$ cat config.mk
export PLATFORM = sky130hd
export DESIGN_NAME = reset_and_clock_startup
export DESIGN_NICKNAME = d
export VERILOG_FILES = /design/src/rst_clk_pkg.sv /design/src/reset_and_clock_startup.sv
export SDC_FILE = /design/constraint.sdc
export NUM_CORES = 1
export LEC_CHECK = 0
export BUFFER_PORTS_ARGS = -buffer_cell sky130_fd_sc_hd__buf_4
export CORE_ASPECT_RATIO = 0.6
export CORE_MARGIN = 2
export CORE_UTILIZATION = 36
export DETAILED_ROUTE_END_ITERATION = 10
export PLACE_DENSITY = 0.53
export SLEW_MARGIN = 5
export SYNTH_ARGS = -nofsm -noshare
export SYNTH_HDL_FRONTEND = slang
export SYNTH_SLANG_ARGS = --single-unit
$ cat constraint.sdc
create_clock -name clk_i -period 2.1 [get_ports clk_i]
set_input_delay 0.105 -clock clk_i [delete_from_list [all_inputs] [get_ports clk_i]]
set_output_delay 0.105 -clock clk_i [all_outputs]
set_load 0.01 [all_outputs]
$ cat src/rst_clk_pkg.sv
// Constants, register map and carrier types for the reset and clock start-up
// block. Assumes a 100 MHz core clock and a classic Wishbone register bus.
package rst_clk_pkg;

  // Register word offsets (byte addresses).
  localparam logic [3:0] trim_off = 4'h0;
  localparam logic [3:0] cfg_off = 4'h4;
  localparam logic [3:0] status_off = 4'h8;
  localparam logic [3:0] cal_off = 4'hc;

  // Trim register fields and reset value.
  localparam int fine_lsb = 4;
  localparam int coarse_fast_bit = 3;
  localparam int coarse_slow_bit = 2;
  localparam logic [7:0] trim_reset = 8'h70;
  localparam logic [7:0] trim_impl_mask = 8'hfc;

  // Configuration register fields (programming-time word image).
  localparam int osc_sel_lsb = 0;
  localparam int powerup_timer_en_bit = 4;
  localparam logic [4:0] cfg_reset = 5'h1d;

  // Timing.
  localparam int clk_mhz = 100;
  localparam int powerup_timer_ms = 72;
  localparam int powerup_timer_cycles = powerup_timer_ms * 1000 * clk_mhz;
  localparam int ost_cycles = 1024;
  localparam int filt_cycles = 4;
  localparam int sys_div = 4;

  // Oscillator selections.
  typedef enum logic [2:0] {
    osc_lp = 3'b000,
    osc_xt = 3'b001,
    osc_hs = 3'b010,
    osc_bad = 3'b011,
    osc_irc_io = 3'b100,
    osc_irc_clk = 3'b101,
    osc_erc_io = 3'b110,
    osc_erc_clk = 3'b111
  } osc_sel_t;

  // Reset causes.
  typedef enum logic [2:0] {
    cause_por = 3'b000,
    cause_master_clear_n_run = 3'b001,
    cause_master_clear_n_sleep = 3'b010,
    cause_wdt_run = 3'b011,
    cause_wdt_wake = 3'b100
  } cause_t;

  // Oscillator pin drive group.
  typedef struct packed {
    logic out_o;
    logic oe;
  } pin_drv_t;

  // Clock-out pin and crystal modes decoded from the selection.
  function automatic logic osc_is_divided_clock_output(input logic [2:0] s);
    return (s == osc_irc_clk) || (s == osc_erc_clk);
  endfunction

  function automatic logic osc_is_crystal(input logic [2:0] s);
    return (s == osc_lp) || (s == osc_xt) || (s == osc_hs);
  endfunction

endpackage

$ cat src/reset_and_clock_startup.sv
// Reset sequencer, reset-cause tracking, master-clear filter, oscillator trim
// register and divided clock output, all in one clock domain.
// Assumes the power-on detector, watchdog and sleep state arrive as pins.
//
// Notes on behaviour
// [RULE_01] Upper trim nibble raises RC frequency stepwise from 0000 to 1111.
// [RULE_02] Bit 3 gives a coarse speed-up, bit 2 a coarse slow-down.
// [RULE_03] Software writes zeros to trim bits 1 and 0.
// [RULE_04] Factory calibration word is readable for software to copy into trim.
// [RULE_05] Internal RC mode gives a nominal 4 MHz system clock.
// [RULE_06] Clock output on second oscillator pin only for selections 101, 111.
// [RULE_07] Clock output toggles at oscillator frequency divided by four.
// [RULE_08] Power-on, master-clear run, master-clear sleep, watchdog resets told apart.
// [RULE_09] Unaffected registers keep contents through all non-power-on resets.
// [RULE_10] Reset-state registers load on all resets except watchdog wake-up.
// [RULE_11] Master-clear input filter ignores short pulses.
// [RULE_12] Watchdog reset never drives the master-clear pin.
// [RULE_13] Under master clear, second pin low in clock-out modes, input else.
// [RULE_14] Under master clear, first pin is a tri-stated input in RC modes.
// [RULE_15] Power-on detect holds the chip in reset until supply is good.
// [RULE_16] Power-up timer holds reset 72 ms from power-on, only on power-up.
// [RULE_17] Power-up timer runs from its own oscillator, not the system clock.
// [RULE_18] Power-up timer enabled by a programming-time configuration bit.
// [RULE_19] Start-up timer adds 1024 first-pin cycles after the power-up delay.
// [RULE_20] Start-up timer only in crystal modes, after power-on or wake-up.
// [RULE_21] Enable bit is inverted: one disables the power-up timer.
// [RULE_22] Selection decode: 111,110 ext RC; 101,100 int RC; 011 bad; crystals.
// [RULE_23] Core leaves reset when filtered pin is high and timers expired.
`timescale 1ns/100ps
`default_nettype none

module reset_and_clock_startup
  import rst_clk_pkg::*;
#(
  parameter int powerup_timer_count = powerup_timer_cycles,
  parameter int ost_count = ost_cycles,
  parameter logic [7:0] cal_value = 8'h5a // Arbitrary factory value.
) (
  // Clock and reset.
  input wire logic clk_i,
  input wire logic rst_i,
  // Wishbone slave.
  input wire logic cyc_i,
  input wire logic stb_i,
  input wire logic we_i,
  input wire logic [3:0] adr_i,
  input wire logic [3:0] sel_i,
  input wire logic [31:0] dat_i,
  output logic [31:0] dat_o,
  output logic ack_o,
  // Reset sources, sleep state and timer clock.
  input wire logic por_i,
  input wire logic master_clear_n_i,
  input wire logic wdt_timeout_i,
  input wire logic sleeping_i,
  input wire logic timer_rc_i,
  // Oscillator pins.
  input wire logic osc_pin_in_i,
  output logic osc_pin_in_oe_o,
  output logic osc_pin_out_o,
  output logic osc_pin_out_oe_o,
  // Core controls.
  output logic core_reset_o,
  output logic [7:0] trim_o,
  output logic wake_resume_o
);

  typedef enum logic [2:0] {
    st_por = 3'b000,
    st_powerup_timer = 3'b001,
    st_ost = 3'b010,
    st_hold = 3'b011,
    st_run = 3'b100
  } seq_t;

  // Three-stage synchronisers for the asynchronous pins.
  logic [2:0] master_clear_n_sync_reg;
  logic [2:0] rc_sync_reg;
  logic [2:0] osc_sync_reg;
  logic [2:0] por_sync_reg;
  logic [2:0] wdt_sync_reg;

  // Each asynchronous pin passes three flip-flops before use.
  always_ff @(posedge clk_i) begin
    master_clear_n_sync_reg <= {master_clear_n_sync_reg[1:0], master_clear_n_i};
    rc_sync_reg <= {rc_sync_reg[1:0], timer_rc_i};
    osc_sync_reg <= {osc_sync_reg[1:0], osc_pin_in_i};
    por_sync_reg <= {por_sync_reg[1:0], por_i};
    wdt_sync_reg <= {wdt_sync_reg[1:0], wdt_timeout_i};
  end

  // Agreement of stages two and three marks a settled level.
  logic rc_rise;
  logic osc_rise;
  logic por_level;
  logic wdt_rise;
  logic rc_prev_reg;
  logic osc_prev_reg;
  logic wdt_prev_reg;
  logic por_reg;

  // Reset parks the edge memories at the idle pin level, so no false edge
  // follows it, and keeps the power-on level up until the pin has settled.
  always_ff @(posedge clk_i) begin
    if (rst_i) begin
      rc_prev_reg <= 1'b0;
      osc_prev_reg <= 1'b0;
      wdt_prev_reg <= 1'b0;
      por_reg <= 1'b1;
    end else begin
      if (rc_sync_reg[2] == rc_sync_reg[1]) begin
        rc_prev_reg <= rc_sync_reg[2];
      end
      if (osc_sync_reg[2] == osc_sync_reg[1]) begin
        osc_prev_reg <= osc_sync_reg[2];
      end
      if (wdt_sync_reg[2] == wdt_sync_reg[1]) begin
        wdt_prev_reg <= wdt_sync_reg[2];
      end
      if (por_sync_reg[2] == por_sync_reg[1]) begin
        por_reg <= por_sync_reg[2];
      end
    end
  end

  assign rc_rise = rc_sync_reg[2] & rc_sync_reg[1] & ~rc_prev_reg;
  assign osc_rise = osc_sync_reg[2] & osc_sync_reg[1] & ~osc_prev_reg;
  assign wdt_rise = wdt_sync_reg[2] & wdt_sync_reg[1] & ~wdt_prev_reg;
  assign por_level = por_reg | rst_i; // [RULE_15]

  // Master-clear filter: a level must hold for filt_cycles before it counts.
  // Short glitches restart the count and never reach the sequencer.
  logic master_clear_n_filt_reg;
  logic [2:0] filt_cnt_reg;

  always_ff @(posedge clk_i) begin
    if (rst_i) begin
      master_clear_n_filt_reg <= 1'b0;
      filt_cnt_reg <= 3'h0;
    end else if ((master_clear_n_sync_reg[2] != master_clear_n_sync_reg[1])
                 || (master_clear_n_sync_reg[2] == master_clear_n_filt_reg)) begin
      filt_cnt_reg <= 3'h0; // [RULE_11]
    end else if (filt_cnt_reg == 3'(filt_cycles - 1)) begin
      master_clear_n_filt_reg <= master_clear_n_sync_reg[2]; // [RULE_11]
      filt_cnt_reg <= 3'h0;
    end else begin
      filt_cnt_reg <= filt_cnt_reg + 3'h1;
    end
  end

  // Configuration word, fixed while the sequencer is in st_run.
  logic [4:0] cfg_reg;
  logic [2:0] osc_sel;
  logic powerup_timer_on;

  assign osc_sel = cfg_reg[osc_sel_lsb +: 3]; // [RULE_22]
  assign powerup_timer_on = ~cfg_reg[powerup_timer_en_bit]; // [RULE_21] [RULE_18]

  // Start-up sequencer.
  seq_t state_reg;
  logic [31:0] powerup_timer_cnt_reg;
  logic [10:0] ost_cnt_reg;
  logic wake_ost_reg;
  logic sleep_d_reg;
  cause_t cause_reg;

  always_ff @(posedge clk_i) begin
    if (por_level) begin
      state_reg <= st_por; // [RULE_15]
      powerup_timer_cnt_reg <= 32'h0;
      ost_cnt_reg <= 11'h0;
      wake_ost_reg <= 1'b0;
    end else begin
      case (state_reg)
        st_por: begin
          powerup_timer_cnt_reg <= 32'h0;
          ost_cnt_reg <= 11'h0;
          state_reg <= powerup_timer_on ? st_powerup_timer : st_ost; // [RULE_18]
        end
        st_powerup_timer: begin
          // Counted on the timer's own RC edges. [RULE_17]
          if (powerup_timer_cnt_reg >= 32'(powerup_timer_count)) begin
            state_reg <= st_ost; // [RULE_16]
          end else if (rc_rise) begin
            powerup_timer_cnt_reg <= powerup_timer_cnt_reg + 32'h1;
          end
        end
        st_ost: begin
          if (!osc_is_crystal(osc_sel)
              || ost_cnt_reg >= 11'(ost_count)) begin
            state_reg <= st_hold; // [RULE_20]
          end else if (osc_rise) begin
            ost_cnt_reg <= ost_cnt_reg + 11'h1; // [RULE_19]
          end
        end
        st_hold: begin
          if (master_clear_n_filt_reg) begin
            state_reg <= st_run; // [RULE_23]
          end
        end
        st_run: begin
          // A watchdog expiry in sleep is a wake-up and keeps the core going.
          if (!master_clear_n_filt_reg || (wdt_rise && !sleeping_i)) begin
            state_reg <= st_hold; // [RULE_23] [RULE_12]
          end else if (sleep_d_reg && !sleeping_i
                       && osc_is_crystal(osc_sel)) begin
            ost_cnt_reg <= 11'h0; // [RULE_20]
            wake_ost_reg <= 1'b1;
            state_reg <= st_ost;
          end
        end
        default: begin
          state_reg <= st_por;
        end
      endcase
      if (state_reg == st_hold) begin
        wake_ost_reg <= 1'b0;
      end
    end
  end

  always_ff @(posedge clk_i) begin
    sleep_d_reg <= rst_i ? 1'b0 : sleeping_i;
  end

  // Reset cause; a watchdog expiry during sleep is a wake-up, not a reset.
  always_ff @(posedge clk_i) begin
    if (por_level) begin
      cause_reg <= cause_por; // [RULE_08]
    end else if (state_reg == st_run && !master_clear_n_filt_reg) begin
      cause_reg <= sleeping_i ? cause_master_clear_n_sleep : cause_master_clear_n_run; // [RULE_08]
    end else if (state_reg == st_run && wdt_rise) begin
      cause_reg <= sleeping_i ? cause_wdt_wake : cause_wdt_run; // [RULE_08]
    end
  end

  // Core reset output; a watchdog wake-up only raises the resume strobe.
  logic wdt_wake;
  assign wdt_wake = (state_reg == st_run) && wdt_rise && sleeping_i;

  always_ff @(posedge clk_i) begin
    if (por_level) begin
      core_reset_o <= 1'b1;
      wake_resume_o <= 1'b0;
    end else begin
      core_reset_o <= (state_reg != st_run) && !wake_ost_reg; // [RULE_10]
      wake_resume_o <= wdt_wake; // [RULE_10]
    end
  end

  // Trim register: loaded on power-on or chip reset only, kept through master-clear and
  // watchdog resets, so a calibration copied in by software survives them.
  // The cfg image stands for programming-time bits: only the chip reset
  // loads it, and a later power-on keeps it. [RULE_09]
  logic [7:0] trim_reg;
  logic bus_hit;
  logic bus_wr;

  // A write lands at the edge where the master samples ack high.
  assign bus_hit = cyc_i && stb_i && !ack_o;
  assign bus_wr = cyc_i && stb_i && ack_o && we_i && sel_i[0];

  always_ff @(posedge clk_i) begin
    if (por_level) begin
      trim_reg <= trim_reset; // [RULE_09]
    end else if (bus_wr && adr_i == trim_off) begin
      // Bits 1:0 are not built; they always read as zero. [RULE_03]
      trim_reg <= dat_i[7:0] & trim_impl_mask;
    end
  end

  always_ff @(posedge clk_i) begin
    if (rst_i) begin
      cfg_reg <= cfg_reset; // [RULE_09]
    end else if (bus_wr && adr_i == cfg_off && state_reg != st_run) begin
      cfg_reg <= dat_i[4:0]; // [RULE_18]
    end
  end

  // Trim drives the analog RC: fine nibble steps up, coarse bits jump.
  always_ff @(posedge clk_i) begin
    trim_o <= rst_i ? trim_reset : trim_reg; // [RULE_01] [RULE_02]
  end

  // Wishbone read mux and single-cycle ack; unmapped reads return zero.
  always_ff @(posedge clk_i) begin
    if (rst_i) begin
      ack_o <= 1'b0;
      dat_o <= 32'h0;
    end else begin
      ack_o <= bus_hit;
      case (adr_i)
        trim_off: dat_o <= {24'h0, trim_reg};
        cfg_off: dat_o <= {27'h0, cfg_reg};
        status_off: dat_o <= {25'h0, state_reg, 1'b0, cause_reg};
        cal_off: dat_o <= {24'h0, cal_value}; // [RULE_04]
        default: dat_o <= 32'h0;
      endcase
    end
  end

  // Divide-by-four output: the system clock is taken as the oscillator.
  logic [1:0] div_reg;

  always_ff @(posedge clk_i) begin
    if (rst_i) begin
      div_reg <= 2'h0;
    end else begin
      div_reg <= div_reg + 2'h1; // [RULE_07] [RULE_05]
    end
  end

  // Pin drive: held low under master clear in clock-out modes, otherwise an
  // input. The watchdog path never touches the master-clear pin.
  pin_drv_t out_drv;
  always_comb begin
    out_drv.out_o = 1'b0;
    out_drv.oe = 1'b0;
    if (osc_is_divided_clock_output(osc_sel)) begin
      out_drv.oe = 1'b1; // [RULE_06] [RULE_13]
      out_drv.out_o = master_clear_n_filt_reg && div_reg[1]; // [RULE_07]
    end
  end

  always_ff @(posedge clk_i) begin
    if (rst_i) begin
      osc_pin_out_o <= 1'b0;
      osc_pin_out_oe_o <= 1'b0;
      osc_pin_in_oe_o <= 1'b0;
    end else begin
      osc_pin_out_o <= out_drv.out_o;
      osc_pin_out_oe_o <= out_drv.oe;
      osc_pin_in_oe_o <= 1'b0; // [RULE_14]
    end
  end

  // Checks.
  property p_in_pin_quiet;
    @(posedge clk_i) disable iff (rst_i) !osc_pin_in_oe_o;
  endproperty
  a_in_pin_quiet: assert property (p_in_pin_quiet) // [RULE_14]
    else $error("first pin driven");
  property p_no_divided_clock_output;
    @(posedge clk_i) disable iff (rst_i)
      !osc_is_divided_clock_output($past(osc_sel)) |-> !osc_pin_out_oe_o;
  endproperty
  a_no_divided_clock_output: assert property (p_no_divided_clock_output) // [RULE_06]
    else $error("clock out in wrong mode");
  property p_low_in_clear;
    @(posedge clk_i) disable iff (rst_i)
      !$past(master_clear_n_filt_reg) |-> !osc_pin_out_o;
  endproperty
  a_low_in_clear: assert property (p_low_in_clear) // [RULE_13]
    else $error("second pin not low under clear");
  property p_div4;
    @(posedge clk_i) disable iff (rst_i)
      $rose(div_reg[1]) |-> ##4 $rose(div_reg[1]);
  endproperty
  a_div4: assert property (p_div4) else $error("divide not by four"); // [RULE_07]
  property p_trim_low;
    @(posedge clk_i) disable iff (rst_i) trim_reg[1:0] == 2'b00;
  endproperty
  a_trim_low: assert property (p_trim_low) else $error("trim low bits set"); // [RULE_03]
  property p_run_needs_clear;
    @(posedge clk_i) disable iff (por_level)
      (state_reg == st_hold && !master_clear_n_filt_reg) |=> state_reg != st_run;
  endproperty
  a_run_needs_clear: assert property (p_run_needs_clear) // [RULE_23]
    else $error("released under clear");
  property p_por_holds;
    @(posedge clk_i) por_level |=> core_reset_o;
  endproperty
  a_por_holds: assert property (p_por_holds) else $error("por no reset"); // [RULE_15]
  property p_wake_keeps;
    @(posedge clk_i) disable iff (por_level)
      wdt_wake |=> (state_reg == st_run) && !core_reset_o;
  endproperty
  a_wake_keeps: assert property (p_wake_keeps) // [RULE_10]
    else $error("watchdog wake reset core");
  c_release: cover property (@(posedge clk_i) $fell(core_reset_o));
  c_ost: cover property (@(posedge clk_i) state_reg == st_ost ##1 state_reg == st_hold);
  c_wake: cover property (@(posedge clk_i) wdt_wake);

endmodule
`default_nettype wire

==> results by group <==
Global routing
  • Vias in the first global route: between 3000 and 4000
  • Initial antenna violation count: 0
  • Grt met1 use: 0.258
  • Global-route wire length before repair: 18000 microns
  • Largest net degree at the start of global routing: 24
  • GR Util All Layers: 0.163
  • Total grt overflow: 0
  • Met3 usage: 0.0379
  • GR peak layer: met1
  • M2 GR Usage: 0.220

Drt
  • Vias: roughly 3900
  • DR iter-0 viols: 220
  • WL final: ~11000 microns
  • Vias per std cell: 5.10
  • Antenna Violating Nets Remaining: 0
  • Per-cell routed wire length: 14.3 microns
  • DRC: 0
  • DRT Pass-1 Iters: 4

Logic synthesis
  • Synth Flop Type: dfxtp_1
  • Synth Area in Adders: 0.0239
  • Yosys reg bits: approximately 110
  • Top-area cell type share of the netlist area: 0.451
  • Mux cell area share after synthesis: 0.0340
  • Synth Instances: 518
  • Largest family of logic cells by synthesized area: simple AND/OR/NAND/NOR gates
  • EDFF count, synth: 0
  • Mean post-synth cell area: around 9.1 sq um
  • Top cells by area, synth: dfxtp_1 45%, buf_4 4.3%, nor2_1 3.9%
  • Synth cell types: 61
  • Ys Warns: 0
  • Sequential fraction of the synthesis area: 0.451
  • Mapped cell area: about 0.0047 sq mm
  • Complex-gate fraction of the synthesized area: 0.150
  • Post-Synth Simple-Gate Area: 0.251
  • Top cell type by total area after synthesis: dfxtp_1
  • XOR/XNOR share of the synthesized area: 0.0130
  • Post-synth ARST share: 0

Floorplan
  • Die area: about 0.014 sq mm
  • Core box area: 0.0128 sq mm
  • Starting Density: 0.367
  • Num rows: 32
  • Die Ht: between 90 and 100 microns
  • Ports: 97
  • Die width: 152 microns

Final layout
  • Synth-to-layout area growth: 23.5%
  • Most common cell after layout, fill and taps aside: dfxtp_1
  • Ant diodes: 0
  • Commonest cells after routing, fill and taps aside: 105 x dfxtp_1, 77 x buf_4, 49 x nor2_1, 30 x nand2_1, 28 x a21oi_1
  • Fraction of layout cells with a size suffix above 1: 0.204
  • Fin cells: 772
  • Number of flip-flops in the largest register: 32
  • Nets: between 600 and 700
  • Design area: ~0.0058 sq mm

Placed design
  • Placed Area: between 0.005 and 0.006 sq mm
  • I/O Buffers: 42
  • Final GP Congestion: 0.847
  • Inst Count DP: 738
  • Post-DP HPWL: 8050 microns

Pwr
  • P per Cell Area: 676 mW/mm^2
  • Total power: slightly below 0.004 W
  • Peak supply drop: about 350 uV
  • Pleak: between 2 and 2.5 nW

Clocking
  • CTS clock-pin slew for the worst setup and hold paths: about 70 ps
  • H-tree Lvls: 3
  • CTS Buf Count: 9
  • Clock buffer depth: 2
  • Skew-Pair Late Insertion Delay: 340 ps
  • Clock tree root driver cell: clkbuf_16
  • Clock sink count: around 110
  • CTS tree: built

Critical path
  • CP max FO: 4
  • Req. time, crit path: 2330 ps
  • Startpoint types: flip-flop
  • Worst setup path category: reg2reg
  • Setup crit end kind: flip-flop
  • Worst path arrival time: around 2200 ps

STA
  • Tmin final: between 2000 and 2500 ps
  • Clock skew after layout: about 6.4 ps
  • Pins Over Slew Limit: 0
  • Final period utilization: 0.958
  • Setup TNS Final: 0 ps
  • Worst Tran Pin Value: between 600 and 700 ps
  • RSZ-0062 raised after global routing: false
  • Max Fclk: slightly below 500 MHz
  • Rel. slew slack: 0.553
  • Fin. Hold Viols: 0
  • Final setup fails: 0

Outcome
  • Status: complete, no violations

Job
  • Max-cap violations: 0

Hold path
  • Hold crit path type: in2reg
==> worst max-delay path, cell delays in order (launching register included) <==
cell and delay (ps):
dfxtp_1 390, nor4b_4 260, nand4_1 190, or3_4 400
or3_1 380, a221o_1 290
==> synth_stat cells (15+ instances only) <==
| library cell | count |
|---|---|
| mux2i_1 | 16 |
| a31oi_1 | 17 |
| nand2_1 | 30 |
| clkbuf_1 | 15 |
| nor2b_1 | 15 |
| o21ai_0 | 16 |
| buf_4 | 27 |
| a21oi_1 | 28 |
| inv_1 | 16 |
| and3_1 | 18 |
| nor2_1 | 49 |
| dfxtp_1 | 106 |
| nand3_1 | 18 |
==> cell type report <==
type	instances	area (sq um)
inverters	16	60.1
repair buffers	93	768
multi-input cells	372	2350
clock inverters	6	67.6
clock buffers	9	225
well taps	170	213
fillers	1248	7000
flip-flops and latches	106	2120
==> power breakdown <==
group	internal, W	total (W)	switching (W)
combinational	0.0000915	0.000199	0.000108
sequential	0.00204	0.00206	0.0000178
clock	0.000922	0.00167	0.000743
==> final timing paths <==
check / start / endpoint / slack (ps) / cells after the start
worst max-delay path: state_reg[0]$_SDFFE_PP0P_ / powerup_timer_cnt_reg[19]$_SDFFE_PP0P_ / 90 / 5
worst min register to register: por_sync_reg[0]$_DFF_P_ / por_sync_reg[1]$_DFF_P_ / 330 / 0
worst max register to register: state_reg[0]$_SDFFE_PP0P_ / powerup_timer_cnt_reg[19]$_SDFFE_PP0P_ / 90 / 5
worst min-delay path: dat_i[1] / cfg_reg[1]$_SDFFE_PP0P_ / 9 / 3
==> per-stage QoR <==
step / hold WS (ps) / utilization / setup WS [ps]
final: 9.43 / 0.453 / 87.2
after global routing: 28.4 / 0.453 / 0.727
after CTS: 2.10 / 0.448 / 27.0
after detailed placement: 211 / 0.415 / 31.5
after global placement: 210 / 0.415 / 68.0
after floorplan: 133 / - / 199
==> cells by family after synthesis <==
family,Yosys count
buffers and inverters,66
multiplexers,16
AND/OR/NAND/NOR,213
adder cells (fa/ha/maj),9
flip-flops,106
AO/OA/AOI/OAI,100
other,1
XOR/XNOR,7
==> layer usage <==
| metal | wire length [microns] | part of all wire |
|---|---|---|
| met4 | 84 | 0.0076 |
| met3 | 647 | 0.058 |
| met1 | 6000 | 0.54 |
| met2 | 4350 | 0.39 |
| met5 | 0 | 0 |
==> what timing repair did <==
item                       in CTS  in global routing
hold endpoints to repair       14                  0
setup buffers                   0                  6
hold buffers                   13                  0
pin swaps                       0                  6
resized for setup               1                  5
setup endpoints to repair       1                 12
No activity file was read; power rests on OpenSTA's default activity.
